===== src/rtc_pkg.sv =====
`default_nettype none
package rtc_pkg;
  // ==========================================================
  // Register word addresses on the on-chip peripheral bus
  // ==========================================================
  localparam logic [15:0] ADDR_RTC_CONTROL     = 16'hec00; // Control and flags
  localparam logic [15:0] ADDR_PRESCALER_LOW   = 16'hec02; // Prescaler bits 15..0
  localparam logic [15:0] ADDR_PRESCALER_HIGH  = 16'hec04; // Prescaler bits 19..16
  localparam logic [15:0] ADDR_DIVIDER_LOW     = 16'hec0a; // Divider bits 15..0, read only
  localparam logic [15:0] ADDR_DIVIDER_HIGH    = 16'hec0c; // Divider bits 19..16, read only
  localparam logic [15:0] ADDR_TIME_COUNT_LOW  = 16'hec0e; // Time counter low half
  localparam logic [15:0] ADDR_TIME_COUNT_HIGH = 16'hec10; // Time counter high half
  localparam logic [15:0] ADDR_ALARM_LOW       = 16'hec12; // Alarm low half
  localparam logic [15:0] ADDR_ALARM_HIGH      = 16'hec14; // Alarm high half

  // ==========================================================
  // Control register field positions
  // ==========================================================
  localparam int BIT_TICK_FLAG   = 0; // Tick request flag
  localparam int BIT_TICK_EN     = 1; // Tick request enable
  localparam int BIT_ALARM_FLAG  = 2; // Alarm request flag
  localparam int BIT_ALARM_EN    = 3; // Alarm request enable
  localparam int BIT_SWITCH_OFF  = 7; // Switch-off bit

  // ==========================================================
  // Reset values and fixed counts
  // ==========================================================
  localparam logic [15:0] RTC_CONTROL_RESET = 16'h0000; // Control after reset
  localparam logic [5:0]  PREDIV_LAST       = 6'h3f;    // Fixed divide-by-64 terminal

  // Bus request carried as one bundle
  typedef struct packed {
    logic        sel;   // Access strobe
    logic        wr;    // High for write
    logic [15:0] addr;  // Byte address
    logic [15:0] wdata; // Write data
  } bus_req_t;
endpackage
`default_nettype wire


===== src/rtc_prescaler_counter_alarm.sv =====
// Behaviour
// Runs from the oscillator clock through power down
// Fixed divide-by-64 ahead of divider
// Divider is 4-bit upper plus 16-bit lower
// Divider reloads prescaler at each tick
// Tick period is 64 times prescaler
// Prescaler split into high 4, low 16
// Prescaler registers survive every reset
// Prescaler writes only while switch-off set
// Time counter increments once per tick
// Periodic tick request on each tick
// Alarm request when counter equals alarm
// Switch-off stops counters, unlocks, oscillator off; code turns the oscillator off only while powerdown_in is also high
// Switch-off clear keeps running in power down
// Alarm enable gates alarm request
// Tick enable gates tick request
// Alarm flag set on alarm; code sets it only while alarm enable is set
// Tick flag set on each tick; code sets it only while tick enable is set
// Request lines usable as wake interrupts
// Control register readable and writable
// Prescaler change reloads the divider
// Time halves load on write, read count
// Time writes only while switch-off set
// Counters and registers survive system reset; the control register is cleared to zero by rst_in
// Flags stay set until software writes zero
// Alarm raised once on the matching tick
`timescale 1ns/1ps
`default_nettype none
module rtc_prescaler_counter_alarm
  import rtc_pkg::*;
#(
  parameter int DIV_WIDTH = 20, // Divider width
  parameter int CNT_WIDTH = 32  // Time counter width
) (
  input  wire logic        clk_in,          // Oscillator-derived clock
  input  wire logic        rst_in,          // Synchronous reset, active high
  input  wire bus_req_t    bus_in,          // Peripheral bus request
  input  wire logic        powerdown_in,    // Chip is in power down
  output logic [15:0]      rdata_out,       // Registered read data
  output logic             tick_irq_out,    // Tick request line
  output logic             alarm_irq_out,   // Alarm request line
  output logic             osc_enable_out   // Oscillator keep-running
);

  // ==========================================================
  // State
  // ==========================================================
  logic [15:0]          rtc_control;     // Control register
  logic [3:0]           prescaler_high;  // Prescaler top bits, not reset
  logic [15:0]          prescaler_low;   // Prescaler low bits, not reset
  logic [5:0]           prediv;          // Fixed predivider
  logic [3:0]           divider_high;    // Upper divider counter
  logic [15:0]          divider_low;     // Lower divider counter
  logic [15:0]          time_count_high; // Time counter high half
  logic [15:0]          time_count_low;  // Time counter low half
  logic [15:0]          alarm_value_high;// Alarm high half
  logic [15:0]          alarm_value_low; // Alarm low half
  logic                 reload_pending;  // Prescaler changed, reload divider
  logic                 tick_irq;        // Registered tick request
  logic                 alarm_irq;       // Registered alarm request

  // ==========================================================
  // Decode
  // ==========================================================
  // Write strobe to a given address
  function automatic logic wr_hit(input bus_req_t r, input logic [15:0] a);
    wr_hit = r.sel && r.wr && (r.addr == a);
  endfunction

  logic switch_off_bit;  // Counters stopped, registers unlocked
  logic pre_end;         // Predivider wraps this cycle
  logic div_end;         // Divider expires this cycle
  logic ref_tick;        // Basic reference tick
  logic [DIV_WIDTH-1:0] prescaler_value; // Joined prescaler
  logic [DIV_WIDTH-1:0] divider_value;   // Joined divider
  logic [DIV_WIDTH-1:0] next_divider;    // Divider next count
  logic [CNT_WIDTH-1:0] time_count;      // Joined time counter
  logic [CNT_WIDTH-1:0] next_time;       // Incremented time
  logic                 alarm_match;     // Incremented counter equals alarm
  logic                 ctl_wr;          // Control write

  assign switch_off_bit  = rtc_control[BIT_SWITCH_OFF];
  // Halves joined
  assign prescaler_value = {prescaler_high, prescaler_low};
  assign divider_value   = {divider_high, divider_low};
  assign time_count      = {time_count_high, time_count_low};
  // Divide by 64
  assign pre_end         = (prediv == PREDIV_LAST);
  // Divider counts up and expires at all ones, so period is the prescaler count
  assign next_divider    = divider_value + {{(DIV_WIDTH-1){1'b0}}, 1'b1};
  assign div_end         = pre_end && (next_divider == '0);
  assign ref_tick        = div_end && !switch_off_bit;
  assign next_time       = time_count + {{(CNT_WIDTH-1){1'b0}}, 1'b1};
  // Equality compare
  assign alarm_match     = (next_time == {alarm_value_high, alarm_value_low});
  assign ctl_wr          = wr_hit(bus_in, ADDR_RTC_CONTROL);

  // ==========================================================
  // Control register
  // ==========================================================
  // Software writes; flags clear on zero, hardware set wins
  always_ff @(posedge clk_in) begin
    if (rst_in) begin
      rtc_control <= RTC_CONTROL_RESET;
    end else begin
      if (ctl_wr) begin
        rtc_control[BIT_SWITCH_OFF] <= bus_in.wdata[BIT_SWITCH_OFF];
        rtc_control[BIT_ALARM_EN]   <= bus_in.wdata[BIT_ALARM_EN];
        rtc_control[BIT_TICK_EN]    <= bus_in.wdata[BIT_TICK_EN];
        rtc_control[BIT_ALARM_FLAG] <= rtc_control[BIT_ALARM_FLAG] & bus_in.wdata[BIT_ALARM_FLAG];
        rtc_control[BIT_TICK_FLAG]  <= rtc_control[BIT_TICK_FLAG] & bus_in.wdata[BIT_TICK_FLAG];
      end
      // Tick flag
      if (ref_tick && rtc_control[BIT_TICK_EN]) begin
        rtc_control[BIT_TICK_FLAG] <= 1'b1;
      end
      // Alarm flag
      if (ref_tick && alarm_match && rtc_control[BIT_ALARM_EN]) begin
        rtc_control[BIT_ALARM_FLAG] <= 1'b1;
      end
    end
  end

  // ==========================================================
  // Prescaler registers, never reset
  // ==========================================================
  // Locked unless switch-off set
  always_ff @(posedge clk_in) begin
    if (switch_off_bit && wr_hit(bus_in, ADDR_PRESCALER_HIGH)) begin
      prescaler_high <= bus_in.wdata[3:0];
    end
    if (switch_off_bit && wr_hit(bus_in, ADDR_PRESCALER_LOW)) begin
      prescaler_low <= bus_in.wdata;
    end
  end

  // Note any change so the divider picks it up
  always_ff @(posedge clk_in) begin
    if (switch_off_bit && (wr_hit(bus_in, ADDR_PRESCALER_HIGH)
                           || wr_hit(bus_in, ADDR_PRESCALER_LOW))) begin
      reload_pending <= 1'b1;
    end else begin
      reload_pending <= 1'b0;
    end
  end

  // ==========================================================
  // Predivider and divider, never reset
  // ==========================================================
  // Stopped by switch-off only, runs through power down
  // Counts on the oscillator-derived clock
  always_ff @(posedge clk_in) begin
    if (switch_off_bit) begin
      // Parked at zero while stopped, so a restart has a known phase
      prediv <= 6'h00;
    end else begin
      prediv <= prediv + 6'h01;
    end
  end

  // Reload at tick or prescaler change; load is two's complement
  always_ff @(posedge clk_in) begin
    if (reload_pending || div_end) begin
      {divider_high, divider_low} <= DIV_WIDTH'(0) - prescaler_value;
    end else if (pre_end && !switch_off_bit) begin
      {divider_high, divider_low} <= next_divider;
    end
  end

  // ==========================================================
  // Time counter and alarm, never reset
  // ==========================================================
  // Tick advance, direct load while stopped
  always_ff @(posedge clk_in) begin
    if (ref_tick) begin
      {time_count_high, time_count_low} <= next_time;
    end else begin
      if (switch_off_bit && wr_hit(bus_in, ADDR_TIME_COUNT_HIGH)) begin
        time_count_high <= bus_in.wdata;
      end
      if (switch_off_bit && wr_hit(bus_in, ADDR_TIME_COUNT_LOW)) begin
        time_count_low <= bus_in.wdata;
      end
    end
  end

  // Alarm halves are unprotected
  always_ff @(posedge clk_in) begin
    if (wr_hit(bus_in, ADDR_ALARM_HIGH)) begin
      alarm_value_high <= bus_in.wdata;
    end
    if (wr_hit(bus_in, ADDR_ALARM_LOW)) begin
      alarm_value_low <= bus_in.wdata;
    end
  end

  // ==========================================================
  // Request lines
  // ==========================================================
  // One-cycle pulses on the tick, alarm only at first match
  always_ff @(posedge clk_in) begin
    if (rst_in) begin
      tick_irq  <= 1'b0;
      alarm_irq <= 1'b0;
    end else begin
      tick_irq  <= ref_tick && rtc_control[BIT_TICK_EN];
      alarm_irq <= ref_tick && alarm_match && rtc_control[BIT_ALARM_EN];
    end
  end
  assign tick_irq_out  = tick_irq;
  assign alarm_irq_out = alarm_irq;
  // Oscillator off only in power down with switch-off set
  assign osc_enable_out = !(powerdown_in && switch_off_bit);

  // ==========================================================
  // Read data
  // ==========================================================
  // Registered read; unmapped reads zero
  always_ff @(posedge clk_in) begin
    if (rst_in) begin
      rdata_out <= 16'h0000;
    end else if (bus_in.sel && !bus_in.wr) begin
      case (bus_in.addr)
        ADDR_RTC_CONTROL:     rdata_out <= rtc_control & 16'h008f;
        ADDR_PRESCALER_LOW:   rdata_out <= prescaler_low;
        ADDR_PRESCALER_HIGH:  rdata_out <= {12'h000, prescaler_high};
        ADDR_DIVIDER_LOW:     rdata_out <= divider_low;
        ADDR_DIVIDER_HIGH:    rdata_out <= {12'h000, divider_high};
        ADDR_TIME_COUNT_LOW:  rdata_out <= time_count_low;
        ADDR_TIME_COUNT_HIGH: rdata_out <= time_count_high;
        ADDR_ALARM_LOW:       rdata_out <= alarm_value_low;
        ADDR_ALARM_HIGH:      rdata_out <= alarm_value_high;
        default:              rdata_out <= 16'h0000;
      endcase
    end
  end
endmodule // rtc_prescaler_counter_alarm
`default_nettype wire


===== config.mk =====
export PLATFORM = sky130hd
export DESIGN_NAME = rtc_prescaler_counter_alarm
export DESIGN_NICKNAME = d
export VERILOG_FILES = /design/src/rtc_pkg.sv /design/src/rtc_prescaler_counter_alarm.sv
export SDC_FILE = /design/constraint.sdc
export NUM_CORES = 1
export LEC_CHECK = 0
export BUFFER_PORTS_ARGS = -buffer_cell sky130_fd_sc_hd__buf_2
export CAP_MARGIN = 0
export CORE_MARGIN = 2
export CORE_UTILIZATION = 50
export DETAILED_ROUTE_END_ITERATION = 10
export PLACE_DENSITY = 0.68
export SLEW_MARGIN = 20
export SYNTH_ARGS = -nofsm -noshare
export SYNTH_HDL_FRONTEND = slang
export SYNTH_SLANG_ARGS = --single-unit

===== constraint.sdc =====
create_clock -name clk_in -period 4.9 [get_ports clk_in]
set_clock_uncertainty 0.1 [all_clocks]
set_input_delay 0.49 -clock clk_in [delete_from_list [all_inputs] [get_ports clk_in]]
set_output_delay 0.49 -clock clk_in [all_outputs]
set_load 0.02 [all_outputs]

==> results summary <==
For this run, the register share of the synthesized area comes to between 40 and 50%. The most used flip-flop cell after synthesis is edfxtp_1. The worst-margin pin slew came out at roughly 1.1 ns. The number of global-route vias before repair is around 6,600. The final estimated routing congestion in global placement came out at approximately 0.99. The number of inserted filler cells in the final layout came out at between 1,000 and 1,500.

Buffers placed on the I/O ports in this run total between 50 and 60. Across every metal layer, demand over resource in global routing totals roughly 30%. The total of endpoints with negative setup slack in the final report is 0. Counting every sink on the clock net gives about 130. The critical-path maximum fanout is 16.

The total of flip-flops plus latches after synthesis is ~130. In this run the static leakage power is approximately 0.0033 uW. The final cell utilization of the core is between 50% and 60%. The internal reg-to-reg setup slack came out at 1.0 ns.

The maximum level of the CTS H-tree is 4. The post-cts sizing count came out at 0. Clock tree synthesis inserted a total of 17 buffers. TritonCTS built the clock tree. The number of antenna diodes in the final layout is 0.

The overall power of the completed layout is between 2000 and 3000 uW. The multi-input logic area came out at between 4000 and 5000 um^2. At the worst endpoint, the required time is between 4 and 5 ns. The count of yosys warnings during synthesis came out at 0. The number of enable-type register cells in the synthesized netlist is around 100.

The violation count after the first detailed-routing iteration came out at 738. In this run the post-CTS setup repair buffer count came out at 0. Synthesis produced a netlist whose cell count is roughly 800. The total DRC errors in the routed layout is 0.

Yosys mapped the design onto a little under 70 distinct sky130hd cell types. The total placed cells including tap cells is 1,047. In the synthesized netlist the async set-or-reset flop fraction comes to 0%.

In the routed layout, each cell is associated on average with a via count of roughly 6.4. In the final layout, the share of cells above drive strength 1 is 13.8%. The final count of pins violating max slew came out at 0. The clock input transition at the sequential cells of the worst setup and hold paths came out at about 0.060 ns. Summed over all nets, the half-perimeter wirelength after detailed placement is 18,500 um. The worst hold margin is just over 0.2 ns.

The netlist area before placement is 8000 um^2. The first detailed-routing pass took 5 iterations. The synthesized area per cell is 9.84 um^2. The library cell used most frequently in the layout, excluding fill and tap cells, is edfxtp_1. The worst hold path belongs to the class in -> reg. For the worst setup path, the data arrival time is 3.91 ns. The insertion delay of the later-clocked pin in the worst-skew pair came out at approximately 0.43 ns.

The number of top-level pins is 56. The final non-filler cell total came out at roughly 1,100. The worst setup path category is reg -> reg.

The maximum operating frequency came out at between 200 and 300 MHz. The hold buffer count at CTS came out at 0. The minimum clock period after layout is a little under 4 ns. The worst setup path is captured at a flop. The final net count is 891. The sum of negative setup slack came out at 0 ns. The remaining number of nets flagged by the antenna check after routing is 0. The worst setup path is launched from a flop. Across the VDD grid, the largest voltage drop is approximately 0.00025 V. The number of cell rows came out at 46. The maximum buffer depth of the clock tree came out at 2. The number of violations of the max-capacitance limit is 0. The remaining max-slew budget at the tightest pin is between 20% and 30%. The first-pass GRT wire length came out at between 30,000 and 40,000 um. The hold violation total from the final report was 0. The floorplan step defined a core boundary enclosing ~16,000 um^2. Summing over every cut layer, the via total after detailed routing is just under 7,000. The library cells used most frequently in the layout, excluding fill and tap cells, are 104 x edfxtp_1, 99 x nor2_1, 57 x nand2_1. The register cell area after layout is 3720 um^2. The portion of the clock cycle consumed by the worst path in the final layout is about four fifths. The flow ran to the end, and the final reports show no timing, DRC or antenna violations. The post-synthesis net count came out at 854. The final layout contains routed wiring with a total length of between 20,000 and 25,000 um. In this run the power density over the cells is about 290 nW/um^2. The area growth from synthesis to layout is 13.4%. The die span in x came out at 130 um.

CTS placed an instance of clkbuf_16 at the clock tree root. The die height is between 100 and 150 um. After detailed routing, the average wire length per cell comes to between 20 and 25 um.

Entering global routing, the biggest net connects 36 pins. The number of antenna violations at the first check in global routing is 0. The initial core utilization is just over 50%.

The global route total overflow is 0. Setup repair after global routing left no endpoint under its margin. The floorplan step defined a die boundary enclosing ~17,000 um^2.
==> cell families after synthesis <==
kind of cell	after synthesis	synth area share [%]
AO/OA/AOI/OAI	146	12.6
adder cells (fa/ha/maj)	4	0.626
buffers and inverters	64	3.41
XOR/XNOR	79	8.65
flip-flops	134	46.6
multiplexers	44	5.60
AND/OR/NAND/NOR	342	22.6
==> cell usage after synthesis (10+ instances only) <==
cell type	instances	area share, %
or3_1	13	1.0
xor2_1	36	3.9
nor2b_1	10	0.78
and3_1	13	1.0
nor3_1	20	1.3
dfxtp_1	30	7.5
a221oi_1	14	1.5
o21ai_0	10	0.63
nor2_1	100	4.7
a21oi_1	38	2.4
mux2i_1	38	4.8
nand4_1	18	1.4
buf_2	17	1.1
nor4_1	13	1.0
nand3_1	33	2.1
edfxtp_1	104	39
clkbuf_1	24	1.1
a22oi_1	36	3.4
nand2_1	57	2.7
or4_1	11	1.0
inv_1	17	0.80
xnor2_1	43	4.7
==> sequential cells by signal, summed over array words and instances, names as in the netlist <==
register / count
divider_high: 4
time_count_low: 16
alarm_irq_out: 1
alarm_value_low: 16
prediv: 6
alarm_value_high: 16
divider_low: 16
rtc_control: 5
reload_pending: 1
time_count_high: 16
prescaler_low: 16
prescaler_high: 4
rdata_out: 16
tick_irq_out: 1
==> stage by stage <==
step / setup WS [ns] / cell area [um^2]
after floorplan: 1.32 / 8000
after global routing: 0.811 / 9070
after global placement: 1.14 / 8450
final: 0.997 / 9070
after CTS: 1.03 / 9070
after detailed placement: 1.05 / 8450
==> layout make-up <==
class	instances	share of cell area, %
flip-flops and latches	134	41.0
clock inverters	14	2.03
repair buffers	65	3.86
multi-input cells	615	44.7
inverters	17	0.703
clock buffers	18	4.73
well taps	216	2.98
==> where the power goes <==
group	switching, uW	leakage (uW)	internal, uW	total (uW)
sequential	1.90	0.00118	1220	1220
clock	491	0.000285	844	1340
combinational	45.9	0.00181	24.4	70.4
==> critical path: stages, from the launching register on <==
cell and delay, ns:
edfxtp_1 0.46, ha_1 0.32, nand4_1 0.26, nor4_1 0.28
and4_1 0.34, o21ai_1 0.09, or4_1 0.58, or3_1 0.68
o31ai_2 0.16, buf_4 0.30
==> final timing paths <==
kind | to | from | depth (start not counted)
hold / removal | alarm_value_high[13] | bus_in[13] | 1
hold reg to reg | prediv[0] | prediv[0] | 1
setup / recovery | time_count_low[9] | divider_low[0] | 9
setup reg to reg | time_count_low[9] | divider_low[0] | 9
==> layer usage <==
metal | GRT usage [%] | wire length [um]
met3 | 5.21 | 1990
met2 | 47.2 | 11600
met5 | 0 | 0
met4 | 11.3 | 587
met1 | 40.9 | 10300
No activity file was read; power rests on OpenSTA's default activity.
